==> config.mk <==
export PLATFORM = sky130hd
export DESIGN_NAME = pfcs_top
export DESIGN_NICKNAME = d
export VERILOG_FILES = /design/src/hdl/pfcs_pkg.sv /design/src/hdl/pfcs_post_decode.sv /design/src/hdl/pfcs_top.sv
export VERILOG_INCLUDE_DIRS = /design/src /design/src/hdl
export SDC_FILE = /design/constraint.sdc
export NUM_CORES = 1
export LEC_CHECK = 0
export ABC_CLOCK_PERIOD_IN_PS = 2000
export BUFFER_PORTS_ARGS = -buffer_cell sky130_fd_sc_hd__buf_2
export CAP_MARGIN = 20
export CELL_PAD_IN_SITES_DETAIL_PLACEMENT = 1
export CELL_PAD_IN_SITES_GLOBAL_PLACEMENT = 1
export CORE_UTILIZATION = 43
export DETAILED_ROUTE_END_ITERATION = 10
export PLACE_DENSITY_LB_ADDON = 0.1
export SLEW_MARGIN = 20
export SYNTH_ARGS = -nofsm -noshare
export SYNTH_HDL_FRONTEND = slang
export SYNTH_SLANG_ARGS = --single-unit
==> constraint.sdc <==
create_clock -name core_clk -period 2 [get_ports core_clk]
set_input_delay 0.2 -clock core_clk [delete_from_list [all_inputs] [get_ports core_clk]]
set_output_delay 0.2 -clock core_clk [all_outputs]
set_load 0.02 [all_outputs]
==> src/hdl/pfcs_map.svh <==
// Constants of the frequency configuration select block.
`ifndef PFCS_MAP_SVH
`define PFCS_MAP_SVH
`define PFCS_NUM_SETS       4
`define PFCS_SEL_REG_ADDR   5'h12
`define PFCS_SEL_LSB        3
`define PFCS_SEL_MSB        4
`define PFCS_BYP_BIT        5
`define PFCS_CONV_BIT       7
`define PFCS_PRE_RST        2'h0
`define PFCS_INT_RST        7'h15
`define PFCS_FRAC_RST       18'h38023
`define PFCS_POST_RST       7'h04
`define PFCS_CAL_TIME_NS    100
`define PFCS_CLK_NS         5
`define PFCS_CAL_CYC        ((`PFCS_CAL_TIME_NS + `PFCS_CLK_NS - 1) / `PFCS_CLK_NS)
`endif

==> src/hdl/pfcs_pkg.sv <==
// Types of the frequency configuration select block.
package pfcs_pkg;
	typedef struct packed {
		logic [1:0]  pre_div;
		logic [6:0]  fb_int_div;
		logic [17:0] fb_frac_div;
		logic [6:0]  post_div;
	} pfcs_set_t;
	typedef struct packed {
		logic        we;
		logic [1:0]  idx;
		pfcs_set_t   data;
	} pfcs_wr_t;
	typedef enum logic [1:0] {
		PFCS_RUN   = 2'b00,
		PFCS_CAL   = 2'b01,
		PFCS_APPLY = 2'b10
	} pfcs_state_t;
endpackage

==> src/hdl/pfcs_post_decode.sv <==
// Post divider code decoder to the division ratio.
`timescale 1ns/100ps
module pfcs_post_decode (
	input  wire logic [6:0] post_code,
	output logic      [6:0] post_ratio
);
	always_comb begin
		casez (post_code)
			7'b000000?: post_ratio = 7'h02;
			7'b0000010: post_ratio = 7'h02;
			7'b0000011: post_ratio = 7'h03;
			7'b0000100: post_ratio = 7'h04;
			7'b0000101: post_ratio = 7'h05;
			7'b000011?: post_ratio = 7'h06;
			7'b000100?: post_ratio = 7'h08;
			7'b000101?: post_ratio = 7'h0A;
			default:    post_ratio = {post_code[6:1], 1'b0};
		endcase
	end
endmodule

==> src/hdl/pfcs_top.sv <==
// Configuration set store, selection and recalibration control.
`timescale 1ns/100ps
`include "pfcs_map.svh"
// Functional notes
// - Four configuration sets; two-bit select picks set 0 to 3.
// - Reset loads factory presets into every set, discarding host writes.
// - Initial active set comes from select input at power-up.
// - Host can read back every configuration set.
// - A select change switches output dividers to the new set.
// - Each set has 2-bit pre-divider and 7-bit post divider.
// - Feedback divider is 7-bit integer plus 18-bit fraction.
// - Effective fraction is field over 2^18 plus 2^-19.
// - Post divider codes decode to ratios 2,3,4,5,6,8,10; codes 12 and up decode to even ratios 12-126.
// - Set count depends on variant: four, two or one.
// - Toggling select field or pins forces PLL recalibration.
// - Output range 15.476-866.67 MHz and 975-1300 MHz supported.
// - Register 18 holds select in bits 4:3, bypass and converter.
module pfcs_top #(
	parameter int NUM_SETS = `PFCS_NUM_SETS
) (
	input  wire logic                core_clk,
	input  wire logic                sys_rst,
	input  wire logic [1:0]          config_select_pin,
	input  wire pfcs_pkg::pfcs_wr_t  set_wr,
	input  wire logic                ctrl_we,
	input  wire logic [7:0]          ctrl_wdata,
	input  wire logic [1:0]          rd_idx,
	output pfcs_pkg::pfcs_set_t      rd_data,
	output logic      [7:0]          ctrl_rdata,
	output pfcs_pkg::pfcs_set_t      active_set,
	output logic      [2:0]          pre_ratio,
	output logic      [6:0]          post_ratio,
	output logic      [18:0]         fb_frac_eff,
	output logic      [1:0]          active_idx,
	output logic                     recal,
	output logic                     synth_bypass_n,
	output logic                     converter_enable
);
	pfcs_pkg::pfcs_set_t   sets [0:3];
	pfcs_pkg::pfcs_set_t   next_sets [0:3];
	pfcs_pkg::pfcs_state_t state;
	pfcs_pkg::pfcs_state_t next_state;
	logic [1:0] pin_q;
	logic [1:0] next_pin_q;
	logic [1:0] config_select;
	logic [1:0] next_config_select;
	logic       started;
	logic [7:0] cal_cnt;
	logic [7:0] next_cal_cnt;
	logic [1:0] next_active_idx;
	logic       next_bypass_n;
	logic       next_conv;
	logic       sel_change;
	logic [1:0] req_idx;
	logic [6:0] dec_ratio;
	logic       pin_chg;
	logic       next_started;
	pfcs_pkg::pfcs_set_t   next_rd_data;
	logic [7:0]            next_ctrl_rdata;
	pfcs_pkg::pfcs_set_t   next_active_set;
	logic [2:0]            next_pre_ratio;
	logic [6:0]            next_post_ratio;
	logic [18:0]           next_fb_frac_eff;
	logic                  next_recal;

	// Sets beyond the variant count alias down onto set 0 or 1.
	function automatic logic [1:0] pfcs_clip(input logic [1:0] idx);
		pfcs_clip = (NUM_SETS == 1) ? 2'h0 :
			(NUM_SETS == 2) ? {1'b0, idx[0]} : idx;
	endfunction

	function automatic logic [2:0] pfcs_pre(input logic [1:0] code);
		case (code)
			2'b00:   pfcs_pre = 3'h1;
			2'b01:   pfcs_pre = 3'h2;
			2'b10:   pfcs_pre = 3'h4;
			default: pfcs_pre = 3'h5;
		endcase
	endfunction

	pfcs_post_decode u_post (
		.post_code  (sets[active_idx].post_div),
		.post_ratio (dec_ratio)
	);

	// A pin change and a register field change are one event. A pin toggle
	// recalibrates even when it lands on the set that is already chosen.
	always_comb begin
		next_pin_q = config_select_pin;
		next_started = 1'b1;
		pin_chg = (config_select_pin != pin_q);
		next_config_select = config_select;
		if (!started) begin
			next_config_select = config_select_pin;
		end else if (ctrl_we) begin
			next_config_select = ctrl_wdata[`PFCS_SEL_MSB:`PFCS_SEL_LSB];
		end else if (pin_chg) begin
			next_config_select = config_select_pin;
		end
		sel_change = started && (ctrl_we || pin_chg);
		req_idx = pfcs_clip(next_config_select);
	end

	always_comb begin
		next_state = state;
		next_cal_cnt = cal_cnt;
		next_active_idx = active_idx;
		if (!started) begin
			next_active_idx = req_idx;
		end
		case (state)
			pfcs_pkg::PFCS_RUN: begin
				if (sel_change) begin
					next_state = pfcs_pkg::PFCS_CAL;
					next_cal_cnt = 8'(`PFCS_CAL_CYC);
					next_active_idx = req_idx;
				end
			end
			pfcs_pkg::PFCS_CAL: begin
				if (sel_change) begin
					next_cal_cnt = 8'(`PFCS_CAL_CYC);
					next_active_idx = req_idx;
				end else if (cal_cnt == 8'h01) begin
					next_state = pfcs_pkg::PFCS_APPLY;
				end else begin
					next_cal_cnt = cal_cnt - 8'h01;
				end
			end
			pfcs_pkg::PFCS_APPLY: begin
				if (sel_change) begin
					next_state = pfcs_pkg::PFCS_CAL;
					next_cal_cnt = 8'(`PFCS_CAL_CYC);
					next_active_idx = req_idx;
				end else begin
					next_state = pfcs_pkg::PFCS_RUN;
				end
			end
			default: begin
				next_state = pfcs_pkg::PFCS_RUN;
			end
		endcase
	end

	always_comb begin
		for (int i = 0; i < 4; i++) begin
			next_sets[i] = sets[i];
		end
		// Writes to the active set are accepted but disturb the output.
		if (set_wr.we) begin
			next_sets[pfcs_clip(set_wr.idx)] = set_wr.data;
		end
		next_bypass_n = synth_bypass_n;
		next_conv = converter_enable;
		if (ctrl_we) begin
			next_bypass_n = ctrl_wdata[`PFCS_BYP_BIT];
			next_conv = ctrl_wdata[`PFCS_CONV_BIT];
		end
	end

	// Every output is a registered copy, so a decoded ratio trails the
	// active index by one clock.
	always_comb begin
		next_rd_data = sets[pfcs_clip(rd_idx)];
		next_ctrl_rdata = {converter_enable, 1'b0, synth_bypass_n,
			config_select, 3'h0};
		next_active_set = sets[active_idx];
		next_pre_ratio = pfcs_pre(sets[active_idx].pre_div);
		next_post_ratio = dec_ratio;
		next_fb_frac_eff = {sets[active_idx].fb_frac_div, 1'b1};
		next_recal = (next_state == pfcs_pkg::PFCS_CAL);
	end

	always_ff @(posedge core_clk) begin
		if (sys_rst) begin
			for (int i = 0; i < 4; i++) begin
				sets[i] <= '{`PFCS_PRE_RST, `PFCS_INT_RST,
					`PFCS_FRAC_RST, `PFCS_POST_RST};
			end
			state <= pfcs_pkg::PFCS_RUN;
			cal_cnt <= 8'h00;
			started <= 1'b0;
			pin_q <= 2'h0;
			config_select <= 2'h0;
			active_idx <= 2'h0;
			synth_bypass_n <= 1'b1;
			converter_enable <= 1'b0;
		end else begin
			sets <= next_sets;
			state <= next_state;
			cal_cnt <= next_cal_cnt;
			started <= next_started;
			pin_q <= next_pin_q;
			synth_bypass_n <= next_bypass_n;
			converter_enable <= next_conv;
			config_select <= next_config_select;
			active_idx <= next_active_idx;
		end
	end

	always_ff @(posedge core_clk) begin
		if (sys_rst) begin
			rd_data <= '0;
			ctrl_rdata <= 8'h00;
			active_set <= '0;
			pre_ratio <= 3'h1;
			post_ratio <= 7'h02;
			fb_frac_eff <= 19'h00001;
			recal <= 1'b0;
		end else begin
			rd_data <= next_rd_data;
			ctrl_rdata <= next_ctrl_rdata;
			active_set <= next_active_set;
			pre_ratio <= next_pre_ratio;
			post_ratio <= next_post_ratio;
			fb_frac_eff <= next_fb_frac_eff;
			recal <= next_recal;
		end
	end
endmodule

======== Word level (Yosys, flattened, before mapping) ========
Index checks and enable logic that the tools add are counted.
cells by class
  bitwise operators ....................... 3
  $lt $le $gt $ge ......................... 4
  add/sub/neg operators ................... 1
  reduce and logical (&&, ||, !) cells .... 11
  muxes and demuxes ....................... 27
  equal/unequal tests ..................... 16
operators by type and width
  operator                                                     count
  2-to-1 mux 34 bit                                            5
  binary-select mux 34 bit (select 2 bit)                      2
  bitwise mux 136 bit                                          1
  demux 34 bit (select 2 bit)                                  1
  one-hot mux 7 bit (7 select lines)                           1
  2-to-1 mux 8 bit                                             3
  2-to-1 mux 2 bit                                             9
  one-hot mux 8 bit (2 select lines)                           1
  == test 7 x 2 -> 1 bit (second input constant)               2
  == test 7 x 3 -> 1 bit (second input constant)               2
  == test 6 x 3 -> 1 bit (second input constant)               2
  >= comparator 3 bit (second input constant)                  3
  inverter 2 -> 3 bit                                          3
  one-hot mux 3 bit (3 select lines)                           1
  == test 8 x 1 -> 1 bit (second input constant)               1
  subtractor 8 x 1 -> 8 bit (second input constant)            1
  == test 2 x 1 -> 1 bit (second input constant)               3
  == test 6 x 2 -> 1 bit (second input constant)               1
  zero test 6 bit                                              1
  one-hot mux 2 bit (3 select lines)                           1
  == test 2 bit (second input constant)                        2
  zero test 2 bit                                              2
  OR reduction 2 bit                                           2
  less-than comparator 3 x 1 -> 1 bit (second input constant)  1
  9 further kinds                                              11
storage, ports and cells
  flip-flop bits (word level) ............. 243
  logic and storage cells ................. 100
  output and inout port bits .............. 110
  input bits .............................. 52

======== Logic depth before layout (Yosys ltp) ========
  depth in word-level cells ............... 7
  depth in mapped cells ................... 7
  depth with buffers taken out ............ 6

======== Hierarchy ========
Synthesis repeated with hierarchy kept, for this count alone.
unflattened totals
  cells, all modules ...................... 1001
  area total of the unflattened synthesis .. 9688.0 um^2
by module, submodules not included
  module            cells an instance  seq. area each (um^2)  instances  area each (um^2)
  pfcs_top          992                4764.6                 1          9623.0
  pfcs_post_decode  9                  0.0                    1          65.1

======== Worst setup path after synthesis ========
No wires, ideal clock.
  path kind ............................... register -> register
  from .................................... register active_idx[1]
  to ...................................... register post_ratio[1]
  buffers on the path ..................... 1
  arrival ................................. 1.768 ns
  path slack .............................. 0.163 ns
  cell stages (with the launch flop) ...... 5
  required time ........................... 1.931 ns
  clock period less this slack ............ 1.837 ns
  cells stage by stage .................... dfxtp_1 buf_6 mux4_2 or4_4 o21ai_1
between the ends
  longest elaborated chain between the ends .. 7
ends and longest elaborated chain
  item                                                              line                   text
  start: declaration                                                pfcs_top.sv:34         output logic [1:0] active_idx,
  start signal: assignment                                          pfcs_top.sv:196        active_idx <= next_active_idx;
  inverter 2 -> 3 bit (not written as such) *                       pfcs_top.sv:82         .post_code (sets[active_idx].post_div),
  binary-select mux 34 bit (select 2 bit) *                         pfcs_top.sv:82
  2-to-1 mux 34 bit * (2 in a row)                                  --
  == test 7 x 2 -> 1 bit / zero test 6 bit (equally long branches)  pfcs_post_decode.sv:8  casez (post_code)
  OR reduction 2 bit (no line)                                      --
  one-hot mux 7 bit (7 select lines) *                              pfcs_post_decode.sv:8
  end signal: assignment                                            pfcs_top.sv:214        post_ratio <= next_post_ratio;
  end: declaration                                                  pfcs_top.sv:32         output logic [6:0] post_ratio,
Mark *: on every way between the ends. The rest lies on a longest branch, timed or not. The select of a mux whose other input is x is not followed.
A chain may end at the register's enable or synchronous reset.

======== Worst setup path after layout ========
  from .................................... register pin_q[1]
  to ...................................... register active_idx[0]
between the ends
  longest elaborated chain between the ends .. 7
ends and longest elaborated chain
  item                      line                                               text
  start: declaration        pfcs_top.sv:43                                     logic [1:0] pin_q;
  start signal: assignment  pfcs_top.sv:192                                    pin_q <= next_pin_q;
  != test 2 bit *           pfcs_top.sv:91                                     pin_chg = (config_select_pin != pin_q);
  2-to-1 mux 2 bit          pfcs_top.sv:97                                     end else if (pin_chg) begin
  2-to-1 mux 2 bit          pfcs_top.sv:95                                     end else if (ctrl_we) begin
  2-to-1 mux 2 bit          pfcs_top.sv:93                                     if (!started) begin
  2-to-1 mux 2 bit          pfcs_top.sv:108                                    if (!started) begin
  2-to-1 mux 2 bit          pfcs_top.sv:113, pfcs_top.sv:120, pfcs_top.sv:130
  2-to-1 mux 2 bit *        --
Mark *: on every way between the ends. The rest lies on a longest branch, timed or not.

==> flow_summary.rst <==
.. list-table::
   :header-rows: 1

   * - Metric
     - Value
   * - Clock Root Buffer
     - sky130_fd_sc_hd__clkbuf_16
   * - Depth of the worst register-to-register path
     - 5
   * - Gate power share
     - 11.5%
   * - DRT Pass-1 Iters
     - 4
   * - Clock transition at the register clock pins on the worst setup and hold paths after CTS
     - 60 ps
   * - Peak clock frequency supported by timing
     - 540 MHz
   * - Critical path launch point type
     - flop
   * - Final ANT Viol Nets
     - 0
   * - Number of storage elements in the synthesis netlist
     - ~240
   * - Shortest clock period the worst path allows after layout
     - 1850 ps
   * - Die Y
     - 152 um
   * - CTS HTree Levels
     - 1
   * - Terminating pin of the worst hold path
     - converter_enable$_SDFFE_PP0P_
   * - Internal Power
     - between 0.008 and 0.009 W
   * - Layout cells sized above 1
     - 25.5%
   * - TritonCTS clock tree
     - built
   * - Slowest stage cell on the critical path
     - sky130_fd_sc_hd__dfxtp_1
   * - Post-Syn Area
     - 9630 um^2
   * - Cell depth of the worst min-delay path
     - 2
   * - Number of flops mapped to enable cells by yosys
     - 0
   * - Switching Share
     - 25.4%
   * - Overall overflow remaining after global route
     - 0
   * - Row cnt
     - 54
   * - Via count normalized by instance count
     - between 5 and 6
   * - CTS max path bufs
     - 3
   * - Endpoint of the lowest-slack register-to-register path
     - active_idx[0]$_SDFF_PP0_
   * - Syn avg cell area
     - 9.68 um^2
   * - Post-detailed-routing wire length
     - 26.5 mm
   * - Max-slew headroom at the worst pin
     - 41.1%
   * - Post-synth top flop
     - sky130_fd_sc_hd__dfxtp_1
   * - Global routing met3 resource utilization
     - 3.08%
   * - Fillers
     - 2512
   * - Max-slew violation count
     - 0
   * - Count of instances resized after the clock tree is built
     - 0
   * - Number of port buffers
     - around 150
   * - Total Neg Setup Slack
     - 0 ps
   * - Total Die Area
     - between 20000 and 25000 um^2
   * - Peak supply drop
     - 0.614 mV
   * - Final clock period utilization by the worst path
     - between 90% and 100%
   * - Number of post-CTS setup repair buffers
     - 0
   * - Tot GR Track Use
     - 23.4%
   * - Start-to-end type of the worst setup path
     - reg -> reg
   * - Area contributors post-synth
     - sky130_fd_sc_hd__dfxtp_1 49%, sky130_fd_sc_hd__mux4_2 16%, sky130_fd_sc_hd__nand2_1 11%
   * - Number of remaining DRC errors
     - 0
   * - Gate count after technology mapping
     - about 1000
   * - Cell-by-cell listing of the critical path
     - xor2_1 -> o311ai_1 -> buf_4 -> a311o_1 -> a21oi_1
   * - Critical Path End Type
     - flop
   * - Switching power summed over all nets
     - 0.00278 W
   * - Drt wl/cell
     - 18.4 um
   * - Layer with the highest usage
     - met2
   * - RD Place Congestion
     - 0.747
   * - Clock sink count
     - 238
   * - Number of antenna violations at the first check in global routing
     - 1
   * - Transition time at the pin with the least slew margin
     - 884 ps
   * - Worst-path fanout max
     - 10
   * - Area of the core
     - 21900 um^2
   * - Cell taking the most area after synthesis
     - sky130_fd_sc_hd__dfxtp_1
   * - Final hold violation count
     - 0
   * - Seq/Total Area, Yosys
     - between 40% and 50%
   * - Number of clock buffers inserted by TritonCTS
     - 26
   * - Setup slack on the worst flop-to-flop path
     - 150 ps
   * - FF/Latch Area
     - 4770 um^2
   * - Count of endpoints failing setup in the final report
     - 0
   * - Largest net degree at the start of global routing
     - about 120
   * - Clock network fraction of total power
     - approximately two fifths
   * - Critical path arrival
     - about 2300 ps
   * - Sum of net half-perimeters after detailed placement
     - 15.6 mm
   * - Wire length of the first global-routing pass
     - 41.6 mm
   * - FFs w/ async S/R, synth
     - 0%
   * - Worst reg2reg startpoint
     - pin_q[1]$_SDFF_PP0_
   * - Sequential cell fraction of total power
     - ~47%
   * - Cell family contributing the most delay on the critical path
     - compound AO/OA/AOI/OAI gates
   * - Delay of the slowest cell on the worst path
     - roughly 400 ps
   * - Clock latency on the worst-skew pair
     - 520 ps
   * - Met2 Usage GRT
     - between 40 and 50%
   * - Number of buffers and inverters on the critical path
     - 1
   * - Count of nets after finishing
     - 1198
   * - Post-placement cell area
     - 10600 um^2
   * - Clock skew after layout
     - 9.19 ps
   * - Static leakage
     - 4.84 nW
   * - Count of boundary I/O pins
     - between 150 and 200
   * - Via count of the first global-routing pass
     - 7676
   * - Synthesis Warnings
     - 0
   * - Starting Density
     - 44.0%
   * - Global Route met1 Usage
     - between 20% and 30%
   * - Horizontal extent of the die
     - 152 um
   * - Worst endpoint required time
     - 2420 ps
   * - Power density over cell area
     - 925 nW/um^2
   * - Max-cap violation count
     - 0
   * - Unique cell type count in the Yosys netlist
     - 43
   * - Unrepaired setup endpoints after global routing
     - false
   * - Vias
     - 7680
   * - Outcome
     - finished clean
   * - Layout overhead on the synthesized area
     - 22.9%
   * - Design Area, Final
     - about 12000 um^2
   * - Worst hold path type
     - in -> reg
   * - Area fraction of the dominant cell type after synthesis
     - 49.5%
   * - Area used by multi-input combinational logic
     - 4400 um^2
   * - Iteration-0 DRC count of the detailed router
     - around 370
   * - Hold path startpoint
     - sys_rst
==> power by group through the flow <==
stage / Combinational (W) / Sequential [W] / Clock (W)
after floorplan: 0.000715 / 0.00525 / 0
after global placement: 0.00119 / 0.00518 / 0
after detailed placement: 0.00121 / 0.00519 / 0
after CTS: 0.00128 / 0.00508 / 0.00468
after global routing: 0.00138 / 0.00511 / 0.00489
final: 0.00126 / 0.00508 / 0.00459
==> flip-flops by register name, summed over array words and instances, names as in the netlist, 3 cells and up <==
name and cells:
cal_cnt 8, rd_data 34, sets 136, active_set 16
fb_frac_eff 18, post_ratio 7, ctrl_rdata 4, pre_ratio 3
==> how the worst max path moves through the flow <==
stage	end	slack, ps	startpoint	cells past startpoint
2_1_floorplan	post_ratio[1]$_SDFF_PP1_	160	active_idx[1]$_SDFF_PP0_	4
3_3_place_gp	post_ratio[1]$_SDFF_PP1_	220	active_idx[1]$_SDFF_PP0_	3
3_5_place_dp	active_idx[0]$_SDFF_PP0_	180	pin_q[1]$_SDFF_PP0_	5
4_1_cts	active_idx[0]$_SDFF_PP0_	150	pin_q[1]$_SDFF_PP0_	5
5_1_grt	active_idx[0]$_SDFF_PP0_	50	config_select_pin[1]	7
6_report	active_idx[0]$_SDFF_PP0_	150	pin_q[1]$_SDFF_PP0_	5
==> synth_stat cells (all sizes together) (3+ instances only) <==
library cell / count
a21oi: 109
a311oi: 3
and2: 74
buf: 40
clkbuf: 58
dfxtp: 238
inv: 6
mux2i: 7
mux4: 68
nand2: 283
nand3: 45
nor2: 12
nor2b: 7
o21ai: 4
or3: 3
xnor2: 3
xor2: 4
==> logic make-up (layout without fill, tap and decap cells) <==
kind of cell | Yosys count | in the layout | share of synthesized area (%)
buffers and inverters | 104 | 269 | 5.24
adder cells (fa/ha/maj) | 2 | 2 | 0.260
other | 2 | 6 | 0.0780
XOR/XNOR | 7 | 7 | 0.637
multiplexers | 75 | 75 | 16.6
AND/OR/NAND/NOR | 439 | 439 | 20.4
flip-flops | 238 | 238 | 49.5
AO/OA/AOI/OAI | 128 | 128 | 7.25
==> layout by cell type, fill, tap and decap left out, types with 5 or more instances in the layout <==
master / instances
sky130_fd_sc_hd__nand2_1: 283
sky130_fd_sc_hd__dfxtp_1: 236
sky130_fd_sc_hd__buf_2: 151
sky130_fd_sc_hd__a21oi_1: 109
sky130_fd_sc_hd__and2_1: 74
sky130_fd_sc_hd__mux4_2: 68
sky130_fd_sc_hd__nand3_1: 44
sky130_fd_sc_hd__dlygate4sd3_1: 40
sky130_fd_sc_hd__clkbuf_16: 27
sky130_fd_sc_hd__buf_4: 15
sky130_fd_sc_hd__nor2_1: 10
sky130_fd_sc_hd__buf_12: 10
sky130_fd_sc_hd__mux2i_1: 7
sky130_fd_sc_hd__nor2b_1: 7
sky130_fd_sc_hd__clkinv_2: 7
sky130_fd_sc_hd__clkbuf_1: 7
sky130_fd_sc_hd__inv_1: 5
sky130_fd_sc_hd__conb_1: 5
sky130_fd_sc_hd__clkbuf_8: 5
==> layout make-up <==
class / instances / area share, %
repair buffers: 216 / 12.4
diodes: 1 / 0.0212
well taps: 280 / 2.96
flip-flops and latches: 238 / 40.3
clock inverters: 8 / 0.413
inverters: 6 / 0.201
multi-input cells: 656 / 37.2
clock buffers: 39 / 6.52
==> worst reg2reg max path, delay by kind of cell, from the launching register on <==
family	cells	cell delay, ps
buffers and inverters	1	200
AO/OA/AOI/OAI	3	740
flip-flops	1	400
XOR/XNOR	1	400
==> routing by layer <==
metal	part of all wire [%]	wire length [um]	vias up
met5	0	0	-
met4	1.3	339	0
met3	4.1	1100	27
met2	51	13500	174
met1	44	11600	3830
li1	-	-	3649
==> per-stage QoR <==
step / instances / worst slack (ps) / hold WS, ps / utilization (%) / power (W)
finish: 1444 / 150 / 57.4 / 54.0 / 0.0109
global route: 1444 / 48.4 / 71.9 / 54.0 / 0.0114
CTS: 1443 / 154 / 51.3 / 54.0 / 0.0110
detailed placement: 1356 / 185 / 432 / 48.5 / 0.00640
global placement: 1356 / 224 / 429 / 48.5 / 0.00637
floorplan: 998 / 163 / 324 / - / 0.00596
==> what timing repair did <==
item / 4_1_cts / 5_1_grt
endpoints found under the hold margin: 141 / 0
endpoints found under the setup margin: 0 / 0
hold buffers: 40 / 0
Power figures use the tool's default switching activity.
